--- config.mk ---
export PLATFORM = sky130hd
export DESIGN_NAME = tsw_slave
export DESIGN_NICKNAME = d
export VERILOG_FILES = /design/src/hw/tsw_pkg.sv /design/src/hw/tsw_slave.sv
export VERILOG_INCLUDE_DIRS = /design/src /design/src/hw
export SDC_FILE = /design/constraint.sdc
export NUM_CORES = 1
export LEC_CHECK = 0
export ABC_AREA = 0
export BUFFER_PORTS_ARGS = -buffer_cell sky130_fd_sc_hd__buf_2
export CAP_MARGIN = 5
export CORE_UTILIZATION = 50
export CTS_CLUSTER_DIAMETER = 50
export DETAILED_ROUTE_END_ITERATION = 8
export HOLD_SLACK_MARGIN = 0.05
export PLACE_DENSITY_LB_ADDON = 0.25
export SLEW_MARGIN = 0
export SYNTH_ARGS = -nofsm -noshare
export SYNTH_HDL_FRONTEND = slang
export SYNTH_SLANG_ARGS = --single-unit
--- constraint.sdc ---
create_clock -name clk_sys_i -period 2.4 [get_ports clk_sys_i]
set_input_delay 0 -clock clk_sys_i [delete_from_list [all_inputs] [get_ports clk_sys_i]]
set_output_delay 0 -clock clk_sys_i [all_outputs]
set_load 0.03 [all_outputs]
--- src/hw/tsw_defs.svh ---
// Constants of the two-wire temperature slave
`ifndef TSW_DEFS_SVH
`define TSW_DEFS_SVH
`define TSW_CMD_FREQ_SEL 8'h5d
`define TSW_CMD_OSC_CTRL 8'h60
`define TSW_CMD_TEMP_HI 8'h64
`define TSW_CMD_TEMP_LO 8'h65
`define TSW_CMD_FREQ_TUNE 8'h66
`define TSW_RST_FREQ_SEL 8'h00
`define TSW_RST_OSC_CTRL 8'h00
`define TSW_RST_FREQ_TUNE 8'h00
`define TSW_RST_TEMP 10'h000
`define TSW_RST_CMD 8'h00
// Upper six bits of the slave address; arbitrary value
`define TSW_ADDR_BASE 6'h2a
`define TSW_TEMP_W 10
`define TSW_TEMP_FRAC_POS 6
`define TSW_IDLE_BYTE 8'hff
`endif

--- src/hw/tsw_pkg.sv ---
// Types of the two-wire temperature slave
package tsw_pkg;
	typedef enum logic [2:0] {
		ST_IDLE,
		ST_RX,
		ST_RX_ACK,
		ST_TX,
		ST_TX_MACK,
		ST_WAIT
	} tsw_state_t;
endpackage

--- src/hw/tsw_slave.sv ---
// Two-wire slave front end with temperature result and oscillator registers
//
// What this block does
// - Requests temperature conversions from reset onward and repeats them forever.
// - Result holds latest completed conversion; reads never disturb the converter.
// - Result byte 64h: sign and integer bits; byte 65h: two fraction bits.
// - Negative temperatures are two's complement across both bytes.
// - All bytes are shifted most significant bit first.
// - Command 64h returns high byte then low byte; master may stop after one.
// - Commands 5Dh, 60h, 66h access one byte of three control registers.
// - Register pointer never auto-increments; it is kept until the next command byte.
// - Device is slave only; master makes clock, START and STOP.
// - Works with serial clocks up to 100 kHz and 400 kHz.
// - Data-line change while clock is high is a control condition.
// - Data falling while clock high is a START.
// - Data rising while clock high is a STOP.
// - Data changes only with clock low; one clock pulse per bit.
// - Bytes of eight bits, each followed by a ninth acknowledge bit.
// - Receiver acknowledges by holding data low through the ninth clock high.
// - On master not-acknowledge the slave releases data high.
// - Address select pin picks one of two slave addresses.
// - First byte is 7-bit address plus direction; matching address acknowledged.
// - Every byte received from the master after a matching address is acknowledged.
`timescale 1ns/1ps
`include "tsw_defs.svh"

module tsw_slave (
	// Clock and reset
	input wire logic clk_sys_i,
	input wire logic rst_i,
	// Two-wire pins
	input wire logic scl_i,
	input wire logic sda_i,
	output logic sda_o,
	output logic sda_oe_o,
	input wire logic address_select_pin_i,
	// Temperature converter
	output logic conv_req_o,
	input wire logic conv_done_i,
	input wire logic [`TSW_TEMP_W-1:0] conv_data_i,
	// Register contents to the compensated_oscillator
	output logic [7:0] freq_sel_o,
	output logic [7:0] osc_ctrl_o,
	output logic [7:0] freq_tune_o
);

	logic [1:0] scl_sync_r;
	logic [1:0] sda_sync_r;
	logic [1:0] asel_sync_r;
	logic scl_d_r;
	logic sda_d_r;
	logic scl_rise;
	logic scl_fall;
	logic start_det;
	logic stop_det;

	tsw_pkg::tsw_state_t state_r;
	logic [3:0] bit_cnt_r;
	logic [7:0] rx_sh_r;
	logic [7:0] tx_sh_r;
	logic first_byte_r;
	logic rd_dir_r;
	logic wr_data_r;
	logic rd_second_r;
	logic mnack_r;
	logic [7:0] cmd_r;
	logic [7:0] rx_byte;
	logic [7:0] first_b;
	logic [7:0] second_b;
	logic wr_done_r;

	logic [`TSW_TEMP_W-1:0] temp_r;
	logic [`TSW_TEMP_W-1:0] snap_r;

	logic [7:0] freq_sel_r;
	logic [7:0] osc_ctrl_r;
	logic [7:0] freq_tune_r;
	logic sda_oe_r;
	logic conv_req_r;

	// Byte to send for a command; second marks the byte right after the first
	function automatic logic [7:0] rd_byte(
		input logic [7:0] cmd,
		input logic second,
		input logic [`TSW_TEMP_W-1:0] t
	);
		logic [7:0] b;
		b = `TSW_IDLE_BYTE;
		case (cmd)
			`TSW_CMD_FREQ_SEL: b = second ? `TSW_IDLE_BYTE : freq_sel_r;
			`TSW_CMD_OSC_CTRL: b = second ? `TSW_IDLE_BYTE : osc_ctrl_r;
			`TSW_CMD_FREQ_TUNE: b = second ? `TSW_IDLE_BYTE : freq_tune_r;
			`TSW_CMD_TEMP_HI: begin
				b = second ? {t[1:0], 6'h00} : t[`TSW_TEMP_W-1:2];
			end
			`TSW_CMD_TEMP_LO: b = second ? `TSW_IDLE_BYTE : {t[1:0], 6'h00};
			default: b = `TSW_IDLE_BYTE;
		endcase
		return b;
	endfunction

	// Bytes ready for the next load; always_comb also follows the registers the function reads
	always_comb begin
		first_b = rd_byte(cmd_r, 1'b0, temp_r);
		second_b = rd_byte(cmd_r, 1'b1, snap_r);
	end

	// Pin synchronisers; only the second stage is read by logic
	always_ff @(posedge clk_sys_i) begin
		if (rst_i) begin
			scl_sync_r <= 2'h3;
			sda_sync_r <= 2'h3;
			asel_sync_r <= 2'h0;
			scl_d_r <= 1'b1;
			sda_d_r <= 1'b1;
		end else begin
			scl_sync_r <= {scl_sync_r[0], scl_i};
			sda_sync_r <= {sda_sync_r[0], sda_i};
			asel_sync_r <= {asel_sync_r[0], address_select_pin_i};
			scl_d_r <= scl_sync_r[1];
			sda_d_r <= sda_sync_r[1];
		end
	end

	// 50 ns sampling leaves many samples per bit even at 400 kHz
	assign scl_rise = scl_sync_r[1] & ~scl_d_r;
	assign scl_fall = ~scl_sync_r[1] & scl_d_r;
	assign start_det = scl_sync_r[1] & scl_d_r & sda_d_r & ~sda_sync_r[1];
	assign stop_det = scl_sync_r[1] & scl_d_r & ~sda_d_r & sda_sync_r[1];
	assign rx_byte = rx_sh_r;

	// Conversion loop: request stays up, each completion is latched
	always_ff @(posedge clk_sys_i) begin
		if (rst_i) begin
			conv_req_r <= 1'b0;
			temp_r <= `TSW_RST_TEMP;
		end else begin
			conv_req_r <= 1'b1;
			if (conv_done_i) begin
				temp_r <= conv_data_i;
			end
		end
	end

	// Transfer state machine
	always_ff @(posedge clk_sys_i) begin
		if (rst_i) begin
			state_r <= tsw_pkg::ST_IDLE;
			bit_cnt_r <= 4'h0;
			rx_sh_r <= 8'h00;
			tx_sh_r <= 8'h00;
			first_byte_r <= 1'b0;
			rd_dir_r <= 1'b0;
			wr_data_r <= 1'b0;
			rd_second_r <= 1'b0;
			mnack_r <= 1'b0;
			wr_done_r <= 1'b0;
			sda_oe_r <= 1'b0;
		end else if (start_det) begin
			// Repeated START also lands here; pointer is kept
			state_r <= tsw_pkg::ST_RX;
			bit_cnt_r <= 4'h0;
			first_byte_r <= 1'b1;
			wr_data_r <= 1'b0;
			wr_done_r <= 1'b0;
			sda_oe_r <= 1'b0;
		end else if (stop_det) begin
			state_r <= tsw_pkg::ST_IDLE;
			sda_oe_r <= 1'b0;
		end else begin
			case (state_r)
				tsw_pkg::ST_IDLE: begin
					sda_oe_r <= 1'b0;
				end
				tsw_pkg::ST_RX: begin
					if (scl_rise) begin
						rx_sh_r <= {rx_sh_r[6:0], sda_sync_r[1]};
						bit_cnt_r <= bit_cnt_r + 4'h1;
					end else if (scl_fall && bit_cnt_r == 4'h8) begin
						bit_cnt_r <= 4'h0;
						if (first_byte_r) begin
							first_byte_r <= 1'b0;
							if (rx_byte[7:1] == {`TSW_ADDR_BASE, asel_sync_r[1]}) begin
								rd_dir_r <= rx_byte[0];
								sda_oe_r <= 1'b1;
								state_r <= tsw_pkg::ST_RX_ACK;
							end else begin
								state_r <= tsw_pkg::ST_WAIT;
							end
						end else begin
							wr_data_r <= 1'b1;
							wr_done_r <= wr_data_r;
							sda_oe_r <= 1'b1;
							state_r <= tsw_pkg::ST_RX_ACK;
						end
					end
				end
				tsw_pkg::ST_RX_ACK: begin
					// Low held from the eighth fall to the ninth fall
					if (scl_fall) begin
						bit_cnt_r <= 4'h0;
						if (rd_dir_r && !wr_data_r) begin
							tx_sh_r <= first_b;
							rd_second_r <= 1'b1;
							sda_oe_r <= ~first_b[7];
							state_r <= tsw_pkg::ST_TX;
						end else begin
							sda_oe_r <= 1'b0;
							state_r <= tsw_pkg::ST_RX;
						end
					end
				end
				tsw_pkg::ST_TX: begin
					if (scl_rise) begin
						bit_cnt_r <= bit_cnt_r + 4'h1;
					end else if (scl_fall) begin
						if (bit_cnt_r == 4'h8) begin
							sda_oe_r <= 1'b0;
							state_r <= tsw_pkg::ST_TX_MACK;
						end else begin
							tx_sh_r <= {tx_sh_r[6:0], 1'b0};
							sda_oe_r <= ~tx_sh_r[6];
						end
					end
				end
				tsw_pkg::ST_TX_MACK: begin
					if (scl_rise) begin
						mnack_r <= sda_sync_r[1];
					end else if (scl_fall) begin
						bit_cnt_r <= 4'h0;
						if (mnack_r) begin
							sda_oe_r <= 1'b0;
							state_r <= tsw_pkg::ST_WAIT;
						end else begin
							// No pointer step: extra bytes after the set are idle bytes
							tx_sh_r <= rd_second_r ? second_b : `TSW_IDLE_BYTE;
							sda_oe_r <= rd_second_r ? ~second_b[7] : 1'b0;
							rd_second_r <= 1'b0;
							state_r <= tsw_pkg::ST_TX;
						end
					end
				end
				tsw_pkg::ST_WAIT: begin
					sda_oe_r <= 1'b0;
				end
				default: begin
					state_r <= tsw_pkg::ST_IDLE;
					sda_oe_r <= 1'b0;
				end
			endcase
		end
	end

	// Snapshot at the first read byte keeps both temperature bytes coherent
	always_ff @(posedge clk_sys_i) begin
		if (rst_i) begin
			snap_r <= `TSW_RST_TEMP;
		end else if (state_r == tsw_pkg::ST_RX_ACK && scl_fall && rd_dir_r && !wr_data_r) begin
			snap_r <= temp_r;
		end
	end

	// Command pointer and register writes
	always_ff @(posedge clk_sys_i) begin
		if (rst_i) begin
			cmd_r <= `TSW_RST_CMD;
			freq_sel_r <= `TSW_RST_FREQ_SEL;
			osc_ctrl_r <= `TSW_RST_OSC_CTRL;
			freq_tune_r <= `TSW_RST_FREQ_TUNE;
		end else if (state_r == tsw_pkg::ST_RX && scl_fall && bit_cnt_r == 4'h8
			&& !first_byte_r) begin
			if (!wr_data_r) begin
				cmd_r <= rx_byte;
			end else if (!wr_done_r) begin
				// Only the first data byte of a write lands
				case (cmd_r)
					`TSW_CMD_FREQ_SEL: freq_sel_r <= rx_byte;
					`TSW_CMD_OSC_CTRL: osc_ctrl_r <= rx_byte;
					`TSW_CMD_FREQ_TUNE: freq_tune_r <= rx_byte;
					default: cmd_r <= cmd_r;
				endcase
			end
		end
	end

	// Open-drain data pin only ever pulls low
	always_ff @(posedge clk_sys_i) begin
		if (rst_i) begin
			sda_o <= 1'b0;
		end else begin
			sda_o <= 1'b0;
		end
	end

	assign sda_oe_o = sda_oe_r;
	assign conv_req_o = conv_req_r;
	assign freq_sel_o = freq_sel_r;
	assign osc_ctrl_o = osc_ctrl_r;
	assign freq_tune_o = freq_tune_r;

endmodule // tsw_slave

# After elaboration in Yosys (flattened, before gate mapping)
# Cells that the tools add are included.
classes:
  addsub: 1
  multipliers: 0
  div_mod_pow: 0
  magnitude_cmp: 0
  eq_ne: 37
  shifts: 0
  mux: 59
  bitwise_logic: 21
  n_reduce_logical: 34
op_table:
  columns: ["operator", "count"]
  rows:
  - ["two-way mux 7 bit", 9]
  - ["== test 8 x 7 -> 1 bit, second input constant", 5]
  - ["one-hot mux 8 bit (5 select lines)", 1]
  - ["two-way mux 3 bit", 11]
  - ["!= test 4 bit, second input constant", 8]
  - ["two-way mux 1 bit", 26]
  - ["!= test 2 bit, second input constant", 13]
  - ["AND reduction 4 bit", 6]
  - ["one-hot mux 7 bit (3 select lines)", 1]
  - ["two-way mux 4 bit", 5]
  - ["AND reduction 9 bit", 2]
  - ["one-hot mux 4 bit (4 select lines)", 1]
  - ["AND reduction 8 bit", 2]
  - ["one-hot mux 3 bit (5 select lines)", 1]
  - ["inverter 1 bit", 14]
  - ["AND reduction 11 bit", 1]
  - ["AND reduction 5 bit", 2]
  - ["logical AND 1 bit", 8]
  - ["two-way mux 8 bit", 1]
  - ["AND 1 bit", 7]
  - ["== test 7 bit", 1]
  - ["AND reduction 7 bit", 1]
  - ["== test 3 x 2 -> 1 bit, second input constant", 2]
  - ["== test 3 bit, second input constant", 2]
  - ["17 further kinds", 22]
word_totals:
  reg_bits: 82
  latch_bits: 0
  ram_bits: 0
  romBits: 0
  inputBits: 16
  mem_count: 0

# Logic depth before layout (Yosys ltp)
# Gate-level depths: netlist of the first run.
depth:
  ltp_word: 8
  ltp_mapped: 8

# Worst setup path before layout of the first run
# No wires, ideal clock.
synth_path:
  kind: "register -> register"
  from: "reg state_r[1]"
  to: "reg cmd_r[0]"
  t_arrival_ns: 1.785
  t_required_ns: 2.272
  setup_slack_ns: 0.487
  stages_incl_launch_ff: 8
  n_path_buf: 2
  synth_period_minus_slack_ns: 1.913
  path_cell_list: "dfxtp_1 -> buf_6 -> or3b_4 -> nor4_4 -> and2b_1 -> buf_6 -> mux2i_1 -> nor2_1"
synth_via:
  elab_chain_len: 5
synth_lines:
  columns: ["element", "line", "source"]
  rows:
  - ["from (decl)", "tsw_slave.sv:57", "tsw_pkg::tsw_state_t state_r;"]
  - ["from (signal assigned)", "tsw_slave.sv:148", "state_r <= tsw_pkg::ST_IDLE;"]
  - ["from (signal assigned)", "tsw_slave.sv:161", "state_r <= tsw_pkg::ST_RX;"]
  - ["from (signal assigned)", "tsw_slave.sv:168", "state_r <= tsw_pkg::ST_IDLE;"]
  - ["== test 3 x 1 -> 1 bit", "tsw_slave.sv:270", "end else if (state_r == tsw_pkg::ST_RX && scl_fall && bit_cnt_r == 4'h8"]
  - ["logical AND 1 bit (2 in a row)", "tsw_slave.sv:270", null]
  - ["logical AND 1 bit", "tsw_slave.sv:271", "&& !first_byte_r) begin"]
  - ["AND reduction 2 bit (no source line)", null, null]
  - ["to (signal assigned)", "tsw_slave.sv:266", "cmd_r <= `TSW_RST_CMD;"]
  - ["to (signal assigned)", "tsw_slave.sv:273", "cmd_r <= rx_byte;"]
  - ["to (signal assigned)", "tsw_slave.sv:280", "default: cmd_r <= cmd_r;"]
  - ["to (decl)", "tsw_slave.sv:66", "logic [7:0] cmd_r;"]
# Every way passes these cells.
# A chain may end at the register's enable or synchronous reset.

# Final worst setup path of the first run
layout_path:
  from: "reg state_r[2]"
  to: "reg tx_sh_r[6]"
layout_via:
  elab_chain_len: 3
layout_lines:
  columns: ["element", "line", "source"]
  rows:
  - ["== test 3 x 2 -> 1 bit or == test 3 bit (tied branches)", "tsw_slave.sv:171", "case (state_r)"]
  - ["!= test 2 bit (no source line) or nonzero test 3 bit (tied branches)", null, null]
  - ["AND reduction 11 bit (no source line)", null, null]
  - ["to (signal assigned)", "tsw_slave.sv:203", "tx_sh_r <= first_b;"]
  - ["to (signal assigned)", "tsw_slave.sv:221", "tx_sh_r <= {tx_sh_r[6:0], 1'b0};"]
  - ["to (signal assigned)", "tsw_slave.sv:236", "tx_sh_r <= rd_second_r ? second_b : `TSW_IDLE_BYTE;"]
  - ["to (decl)", "tsw_slave.sv:60", "logic [7:0] tx_sh_r;"]
# Parallel ways exist; a longest one is shown, timed or not.

==> results of run 1 <==
-- cells in the mapped netlist, types with 4 or more instances --
cell type	n	share of area
nand2b_1	8	0.013
nand3_1	15	0.019
buf_2	5	0.0064
a31oi_1	9	0.014
o21ai_0	17	0.022
inv_1	5	0.0048
nor2b_1	8	0.013
a21oi_1	21	0.027
nor3b_1	6	0.011
mux2i_1	50	0.13
or2_2	7	0.011
a22o_1	5	0.011
nor2_1	62	0.059
o32a_1	6	0.015
a22oi_1	4	0.0077
a32oi_1	5	0.011
o211ai_1	5	0.0096
nand2_1	16	0.015
o22ai_1	4	0.0064
clkbuf_1	16	0.015
dfxtp_1	82	0.42
-- through the flow --
step | power (W) | setup WS [ns]
finish | 0.002580 | 0.2420
global route | 0.002674 | 0.02503
CTS | 0.002592 | 0.2629
detailed placement | 0.001536 | 0.3157
global placement | 0.001534 | 0.3735
floorplan | 0.001502 | 0.4872
-- worst paths after layout --
path	end	startpoint	slack (ns)
hold / removal	temp_r[0]	conv_done_i	0.09
setup / recovery	tx_sh_r[6]	state_r[2]	0.24
setup reg to reg	tx_sh_r[6]	state_r[2]	0.24
hold reg to reg	scl_sync_r[1]	scl_sync_r[0]	0.40
-- cell type report --
type / count / area (sq um)
fillers: 633 / 2863
flip-flops and latches: 82 / 1642
inverters: 6 / 22.52
repair buffers: 67 / 435.4
multi-input cells: 310 / 2112
well taps: 99 / 123.9
clock inverters: 6 / 72.57
clock buffers: 10 / 137.6
-- power groups by stage --
stage	Combinational, W	Clock [W]	Sequential (W)
floorplan	0.0000837	0	0.00142
global placement	0.000110	0	0.00142
detailed placement	0.000112	0	0.00142
CTS	0.000130	0.00107	0.00139
global route	0.000145	0.00113	0.00140
finish	0.000132	0.00106	0.00139
-- per-layer routing --
| layer | up-vias | GRT usage |
|---|---|---|
| met5 | - | 0 |
| met3 | 19 | 0.04966 |
| li1 | 1651 | - |
| met1 | 1637 | 0.3498 |
| met4 | 0 | 0.1008 |
| met2 | 124 | 0.3914 |
-- logic make-up (layout without fill, tap and decap cells) --
logic type               count (synthesis)  count (layout)
multiplexers                            50              50
flip-flops                              82              82
AO/OA/AOI/OAI                           96              96
buffers and inverters                   34              89
XOR/XNOR                                 4               4
AND/OR/NAND/NOR                        157             157
adder cells (fa/ha/maj)                  2               2
other                                    1               1
-- flip-flops by register name, summed over array words and instances, names as in the netlist, 2 cells and up --
signal       cells
sda_sync_r       2
snap_r           2
state_r          3
asel_sync_r      2
freq_tune_o      8
cmd_r            8
freq_sel_o       8
rx_byte          8
bit_cnt_r        4
osc_ctrl_o       8
scl_sync_r       2
tx_sh_r          7
temp_r          10
-- worst min-delay path, stage by stage --
cell and delay, ns:
buf_2 0.20, mux2i_1 0.15, nor2_1 0.07
-- repair_timing --
action,4_1_cts,5_1_grt
setup endpoints to repair,0,0
hold endpoints to repair,14,0
hold buffers,14,0
==> impl_metrics.json, run 1 <==
{
  "grt_remaining_overflow": 0,
  "place_hpwl_mm": 6.913,
  "grt_max_degree": 68,
  "synthArstFlopShare": 0,
  "firstDrtPassIters": 5,
  "p_leak_nw": 1.942,
  "cts_tree": "built",
  "report.final.slew_viol_count": 0,
  "root_buffer": "clkbuf_8",
  "routabilityCongestion": 0.8932,
  "routedWlPerCell_um": 17.23,
  "hold_viol_final": 0,
  "grt_pass1_vias": 3152,
  "synthAdderAreaFrac": 0.006384,
  "routed_wl_mm": 9.993,
  "rsz0062_at_grt": "false",
  "cp.arrival_ns": 2.40,
  "drive_gt1_frac": 0.1767,
  "setup_tns_ns": 0,
  "mostFrequentLayoutCells": "dfxtp_1, nor2_1, mux2i_1",
  "row_count": 31,
  "synth_cell_types": 61,
  "cpMaxStageDelayCell": "dfxtp_1",
  "ant_nets": 0,
  "synth-xor-area-share": 0.008937,
  "track_usage": 0.2546,
  "synth_edf_count": 0,
  "die_h_um": 90.55,
  "area_growth_pct": 15.96,
  "hold_ws_ns": 0.09223,
  "period_needed_ns": 2.158,
  "synth_compound_area_frac": 0.1682,
  "fin_cells": 580,
  "sw_frac_of_total": 0.2415,
  "syn_inst": 426,
  "max-slew-margin-rel": 0.5614,
  "critPathTopFamily": "compound AO/OA/AOI/OAI gates",
  "die_x_um": 90.55,
  "power_switching_w": 0.0006230,
  "crit_path_start_kind": "register",
  "wl_met1_mm": 4.651,
  "grt_antenna_before_repair": 0,
  "crit_path_end_kind": "register",
  "drv_cap": 0,
  "ios": 43,
  "post-route-period-util": 0.8992,
  "routed.top_layer": "met4",
  "placement.cell_area_sq_um": 4195,
  "setup_violations": 0,
  "wl_met2_mm": 4.586,
  "synth_top_family_by_area": "simple AND/OR/NAND/NOR gates",
  "min_path_type": "in2reg",
  "synth-simple-area-share": 0.2266,
  "reg2reg_depth": 5,
  "core-area_sq_um": 7408,
  "synth-seq-cells": 82,
  "viasPerCell": 5.916,
  "num-nets-final": 494,
  "grt_pass1_wl_mm": 16.35,
  "muxShareOfSynthArea": 0.1277,
  "power_frac_clock": 0.409,
  "clk_pin_slew_ns": 0.09,
  "cts_resized": 0,
  "timing_worst_setup_path_type": "reg2reg",
  "post-place-cells": 550,
  "postLayoutCellArea_sq_um": 4546,
  "drc": 0,
  "fin_skew_ns": 0.01212,
  "cts_made_buffers": 9,
  "ir_drop_mv": 0.3181,
  "cts_max_level": 3,
  "clock_latency_ns": 0.36,
  "worst_pin_slew_ns": 0.6579,
  "max_stage_delay_ns": 0.65,
  "syn_area_sq_um": 3920,
  "syn_area_per_cell_sq_um": 9.202,
  "route.met3.wl_um": 545,
  "crit_chain": "nor2b_1, o21ai_0, o2111a_1, o311a_1, a31oi_1",
  "yosysWarnings": 0,
  "syn_nets": 444,
  "portBuffers": 41,
  "start_util": 0.5291,
  "pwr-share-seq": 0.540,
  "clock_sinks": 82,
  "status": "complete, no violations",
  "critPathBufInv": 0,
  "holdPathStages": 3,
  "worst-path-stages": 5,
  "p_int_w": 0.001957,
  "yosysSeqAreaShare": 0.4188,
  "dominantRegCellSynth": "dfxtp_1",
  "first_iter_violations": 299,
  "die_area_sq_um": 8198,
  "clockBufferDepth": 2,
  "vias": 3431,
  "antenna-diode-count": 0,
  "cp_max_fo": 16,
  "p_per_area_nw_per_um2": 567.5,
  "required_ns": 2.64,
  "fin_util": 0.6136,
  "post_cts_buffers": 0,
  "clock.fmax_mhz": 463.4,
  "combPwrFrac": 0.051,
  "final_common_cell": "dfxtp_1"
}
No activity file was read; power rests on OpenSTA's default activity.
==> inputs of run 2 (changes only) <==
--- a/config.mk
+++ b/config.mk
@@ -12,6 +12,7 @@
 export CORE_UTILIZATION = 50
 export CTS_CLUSTER_DIAMETER = 50
 export DETAILED_ROUTE_END_ITERATION = 8
+export GPL_TIMING_DRIVEN = 0
 export HOLD_SLACK_MARGIN = 0.05
 export PLACE_DENSITY_LB_ADDON = 0.25
 export SLEW_MARGIN = 0
==> run 2 against run 1 <==
Net effect: non-clock buffer count up 15; count of clock-buffer cells in the layout fell by 1; first-iteration DRC count shrank 7.0%; highest routed layer unchanged.
==> impl_metrics.json, run 2 (synthesis results as in run 1) <==
{
  "status": "complete, no violations",
  "core-area_sq_um": 7408,
  "clock_latency_ns": 0.35,
  "crit_path_start_kind": "register",
  "viasPerCell": 5.861,
  "largest_reg_flops": 10,
  "vias": 3487,
  "cts_made_buffers": 9,
  "post-route-period-util": 0.9375,
  "num-nets-final": 509,
  "area_growth_pct": 17.08,
  "place_hpwl_mm": 7.376,
  "ant_nets": 0,
  "min_path_type": "in2reg",
  "post_cts_buffers": 0,
  "hold_ws_ns": 0.2466,
  "die_x_um": 90.55,
  "clock_sinks": 82,
  "min_from": "conv_done_i",
  "holdPathStages": 3,
  "drive_gt1_frac": 0.1714,
  "reg2reg_depth": 7,
  "fillCellCount": 632,
  "timing_worst_setup_path_type": "reg2reg",
  "grt_pass1_wl_mm": 16.96,
  "routedWlPerCell_um": 17.29,
  "grt_remaining_overflow": 0,
  "hold_end": "temp_r[8]",
  "r2r_end": "freq_tune_o[1]",
  "period_needed_ns": 2.250,
  "report.final.slew_viol_count": 0,
  "cp_max_fo": 8,
  "placement.cell_area_sq_um": 4244,
  "max-slew-margin-rel": 0.4862,
  "setup_tns_ns": 0,
  "setup_violations": 0,
  "r2r_setup_slack_ns": 0.15,
  "regMostFlops": "temp_r",
  "crit_path_end_kind": "register",
  "routed_wl_mm": 10.29,
  "hold_viol_final": 0,
  "grt_pass1_vias": 3284,
  "row_count": 31,
  "p_leak_nw": 1.954,
  "drv_cap": 0,
  "worst_pin_slew_ns": 0.7610,
  "ios": 43,
  "portBuffers": 40,
  "reg2reg_from": "bit_cnt_r[0]",
  "clock.fmax_mhz": 444.4,
  "cp.arrival_ns": 2.47,
  "mostFrequentLayoutCells": "dfxtp_1, nor2_1, mux2i_1",
  "postLayoutCellArea_sq_um": 4589,
  "die_area_sq_um": 8198,
  "first_iter_violations": 278,
  "clk_pin_slew_ns": 0.10,
  "drc": 0,
  "clockBufferDepth": 2,
  "cts_tree": "built",
  "die_h_um": 90.55,
  "cts_max_level": 3,
  "root_buffer": "clkbuf_8",
  "rsz0062_at_grt": "false",
  "start_util": 0.5291,
  "ir_drop_mv": 0.3930,
  "firstDrtPassIters": 6,
  "required_ns": 2.62,
  "p_per_area_nw_per_um2": 557.8,
  "routabilityCongestion": 0.9179,
  "report.power.total_w": 0.002560,
  "final_common_cell": "dfxtp_1",
  "antenna-diode-count": 0,
  "grt_max_degree": 16,
  "track_usage": 0.2597,
  "grt_antenna_before_repair": 0,
  "fin_skew_ns": 0.01341
}
-- run 2: final cells by class --
| class | count | area (sq um) | area share |
|---|---|---|---|
| Clock buffer | 9 | 123.9 | 0.02699 |
| Inverter | 6 | 22.52 | 0.004907 |
| Buffer | 28 | 143.9 | 0.03135 |
| Sequential cell | 82 | 1642 | 0.3577 |
| Tap cell | 99 | 123.9 | 0.02699 |
| Timing Repair Buffer | 54 | 340.3 | 0.07415 |
| Multi-Input combinational cell | 310 | 2117 | 0.4613 |
| Clock inverter | 7 | 76.32 | 0.01663 |
-- run 2: per-layer routing --
layer / vias up / GRT usage / share of wire
met5: - / 0 / 0
met4: 0 / 0.07392 / 0.016
met3: 17 / 0.03367 / 0.048
met2: 117 / 0.4217 / 0.46
met1: 1672 / 0.3598 / 0.48
li1: 1681 / - / -
-- run 2: report_power, final --
group | total (W) | internal [W] | switching (W)
Combinational | 0.000143 | 0.0000613 | 0.0000814
Clock | 0.00103 | 0.000488 | 0.000540
Sequential | 0.00139 | 0.00138 | 0.0000116
-- run 2: how the worst max path moves through the flow --
stage	startpoint	to	slack, ns
CTS	state_r[2]	tx_sh_r[6]	0.13
global route	bit_cnt_r[0]	freq_tune_o[1]	0.01
detailed placement	bit_cnt_r[0]	freq_tune_o[7]	0.20
finish	bit_cnt_r[0]	freq_tune_o[1]	0.15
floorplan	state_r[1]	cmd_r[0]	0.49
global placement	state_r[2]	tx_sh_r[6]	0.17
-- run 2: per-stage QoR --
step	cells	setup slack, ns	util
after detailed placement	565	0.2024	0.5729
after global routing	595	0.01098	0.6195
final	595	0.1500	0.6195
after floorplan	426	0.4872	-
after global placement	565	0.1695	0.5729
after CTS	595	0.1273	0.6188
-- run 2: timing repair --
| item | in CTS | in global routing |
|---|---|---|
| resized for setup | 0 | 1 |
| endpoints found under the setup margin | 0 | 7 |
| hold buffers | 14 | 0 |
| hold endpoints to repair | 16 | 0 |
-- run 2: critical path, stage by stage, from the launching register on --
cell      delay (ns)
dfxtp_1         0.34
inv_1           0.08
ha_1            0.18
nand3b_1        0.23
nor4_4          0.62
nand4_4         0.35
mux2i_1         0.25
nor2_1          0.06
==> inputs of run 3 (changes only) <==
--- a/config.mk
+++ b/config.mk
@@ -9,7 +9,7 @@
 export ABC_AREA = 0
 export BUFFER_PORTS_ARGS = -buffer_cell sky130_fd_sc_hd__buf_2
 export CAP_MARGIN = 5
-export CORE_UTILIZATION = 50
+export CORE_UTILIZATION = 40
 export CTS_CLUSTER_DIAMETER = 50
 export DETAILED_ROUTE_END_ITERATION = 8
 export GPL_TIMING_DRIVEN = 0
==> run 3 against run 2 <==
Net effect: clock skew down 0.0035 ns; worst hold slack worse by 0.0071 ns; total power up 1.3%; highest routed layer unchanged.
==> impl_metrics.json, run 3 (synthesis results as in run 1) <==
{
  "fillCellCount": 900,
  "clock.fmax_mhz": 459.9,
  "routedWlPerCell_um": 16.92,
  "ios": 43,
  "clock_latency_ns": 0.36,
  "max-slew-margin-rel": 0.5080,
  "report.final.slew_viol_count": 0,
  "grt_antenna_before_repair": 0,
  "regMostFlops": "temp_r",
  "reg2reg_from": "state_r[0]",
  "cts_made_buffers": 9,
  "final_common_cell": "dfxtp_1",
  "crit_chain": "clkbuf_1, nor2b_1, nand3_1, o211ai_1, o22ai_1, a2111oi_0",
  "core-area_sq_um": 9371,
  "cts_max_level": 3,
  "first_iter_violations": 222,
  "drv_cap": 0,
  "cpMaxStageDelayCell": "a2111oi_0",
  "clockBufferDepth": 2,
  "critPathTopFamily": "compound AO/OA/AOI/OAI gates",
  "critPathBufInv": 1,
  "p_per_area_nw_per_um2": 557.0,
  "grt_pass1_wl_mm": 16.85,
  "fin_util": 0.4967,
  "root_buffer": "clkbuf_8",
  "rsz0062_at_grt": "false",
  "layout.area.seq_sq_um": 1642,
  "start_util": 0.4183,
  "max_stage_delay_ns": 0.45,
  "crit_path_start_kind": "register",
  "clock_sinks": 82,
  "cp_max_fo": 10,
  "pwr-share-seq": 0.536,
  "clk_pin_slew_ns": 0.09,
  "firstDrtPassIters": 5,
  "place_hpwl_mm": 7.578,
  "vias": 3511,
  "portBuffers": 40,
  "period_needed_ns": 2.174,
  "grt_remaining_overflow": 0,
  "row_count": 35,
  "setup_tns_ns": 0,
  "crit_path_end_kind": "register",
  "reg2reg_depth": 6,
  "sw_frac_of_total": 0.2518,
  "worst_pin_slew_ns": 0.7285,
  "min_path_type": "in2reg",
  "routed_wl_mm": 10.59,
  "fin_cells": 626,
  "hold_viol_final": 0,
  "startpoint": "state_r[0]",
  "drc": 0,
  "setup_violations": 0,
  "grt_pass1_vias": 3196,
  "holdPathStages": 3,
  "ir_drop_mv": 0.3153,
  "p_leak_nw": 1.973,
  "mostFrequentLayoutCells": "dfxtp_1, nor2_1, mux2i_1",
  "min_from": "conv_done_i",
  "die_h_um": 101.0,
  "track_usage": 0.2170,
  "combPwrFrac": 0.055,
  "die_area_sq_um": 10200,
  "worst-path-stages": 6,
  "grt_max_degree": 17,
  "post-route-period-util": 0.9060,
  "area_growth_pct": 18.74,
  "multi_input_area_sq_um": 2117,
  "post-place-cells": 595,
  "largest_reg_flops": 10,
  "num-nets-final": 510,
  "antenna-diode-count": 0,
  "status": "complete, no violations",
  "timing_worst_setup_path_type": "reg2reg",
  "routabilityCongestion": 0.9128,
  "p_int_w": 0.001940,
  "ant_nets": 0,
  "die_x_um": 101.0,
  "drive_gt1_frac": 0.1730,
  "cts_tree": "built",
  "power_frac_clock": 0.409,
  "power_switching_w": 0.0006528,
  "required_ns": 2.63,
  "fin_skew_ns": 0.009941,
  "viasPerCell": 5.609,
  "cp.arrival_ns": 2.41
}
## run 3: cell types whose count changed in the layout (fill, tap and decap cells not counted), sizes merged
cell      previous run  this run
clkinvlp             2         0
buf                 50        51
clkinv               3         4
inv                  7         8
## run 3: worst paths after layout
| check | endpoint | slack [ns] |
|---|---|---|
| max | state_r[0] | 0.23 |
| min | temp_r[6] | 0.24 |
| max reg2reg | state_r[0] | 0.23 |
| min reg2reg | scl_sync_r[1] | 0.42 |
## run 3: cell type report
| type | count | area share |
|---|---|---|
| plain buffers | 28 | 0.03091 |
| clock inverters | 7 | 0.01801 |
| multi-input cells | 310 | 0.4548 |
| repair buffers | 55 | 0.07742 |
| clock buffers | 9 | 0.02661 |
| inverters | 6 | 0.004839 |
| flip-flops and latches | 82 | 0.3527 |
| well taps | 129 | 0.03468 |
## run 3: stage by stage
stage	setup WS (ns)	hold WS, ns	area, sq um	power, W
after CTS	0.08048	0.2351	4629	0.002607
after floorplan	0.4872	0.1038	3920	0.001502
after global placement	0.1773	0.1818	4282	0.001542
after global routing	0.02300	0.2935	4654	0.002673
after detailed placement	0.1209	0.1878	4282	0.001544
final	0.2256	0.2395	4654	0.002593
## run 3: routing by layer
layer | wire [um] | track usage | vias up
met3 | 628 | 0.03606 | 25
met5 | 0 | 0 | -
met1 | 4845 | 0.2881 | 1654
met2 | 4857 | 0.3488 | 140
li1 | - | - | 1692
met4 | 257 | 0.09142 | 0
## run 3: worst min-delay path, delay by kind of cell
family,cells,cell delay [ns]
buffers and inverters,1,0.29
and+or+nand+nor,1,0.07
muxes,1,0.20
## run 3: power by group through the flow
stage	clock network [W]	logic (W)	registers [W]
floorplan	0	0.0000837	0.00142
global placement	0	0.000121	0.00142
detailed placement	0	0.000123	0.00142
CTS	0.00108	0.000141	0.00139
global route	0.00113	0.000155	0.00139
finish	0.00106	0.000142	0.00139
## run 3: repair_timing
item	4_1_cts	5_1_grt
buffers inserted	0	1
gates resized for setup	0	1
setup endpoints to repair	0	15
endpoints found under the hold margin	17	0
hold buffers	14	0
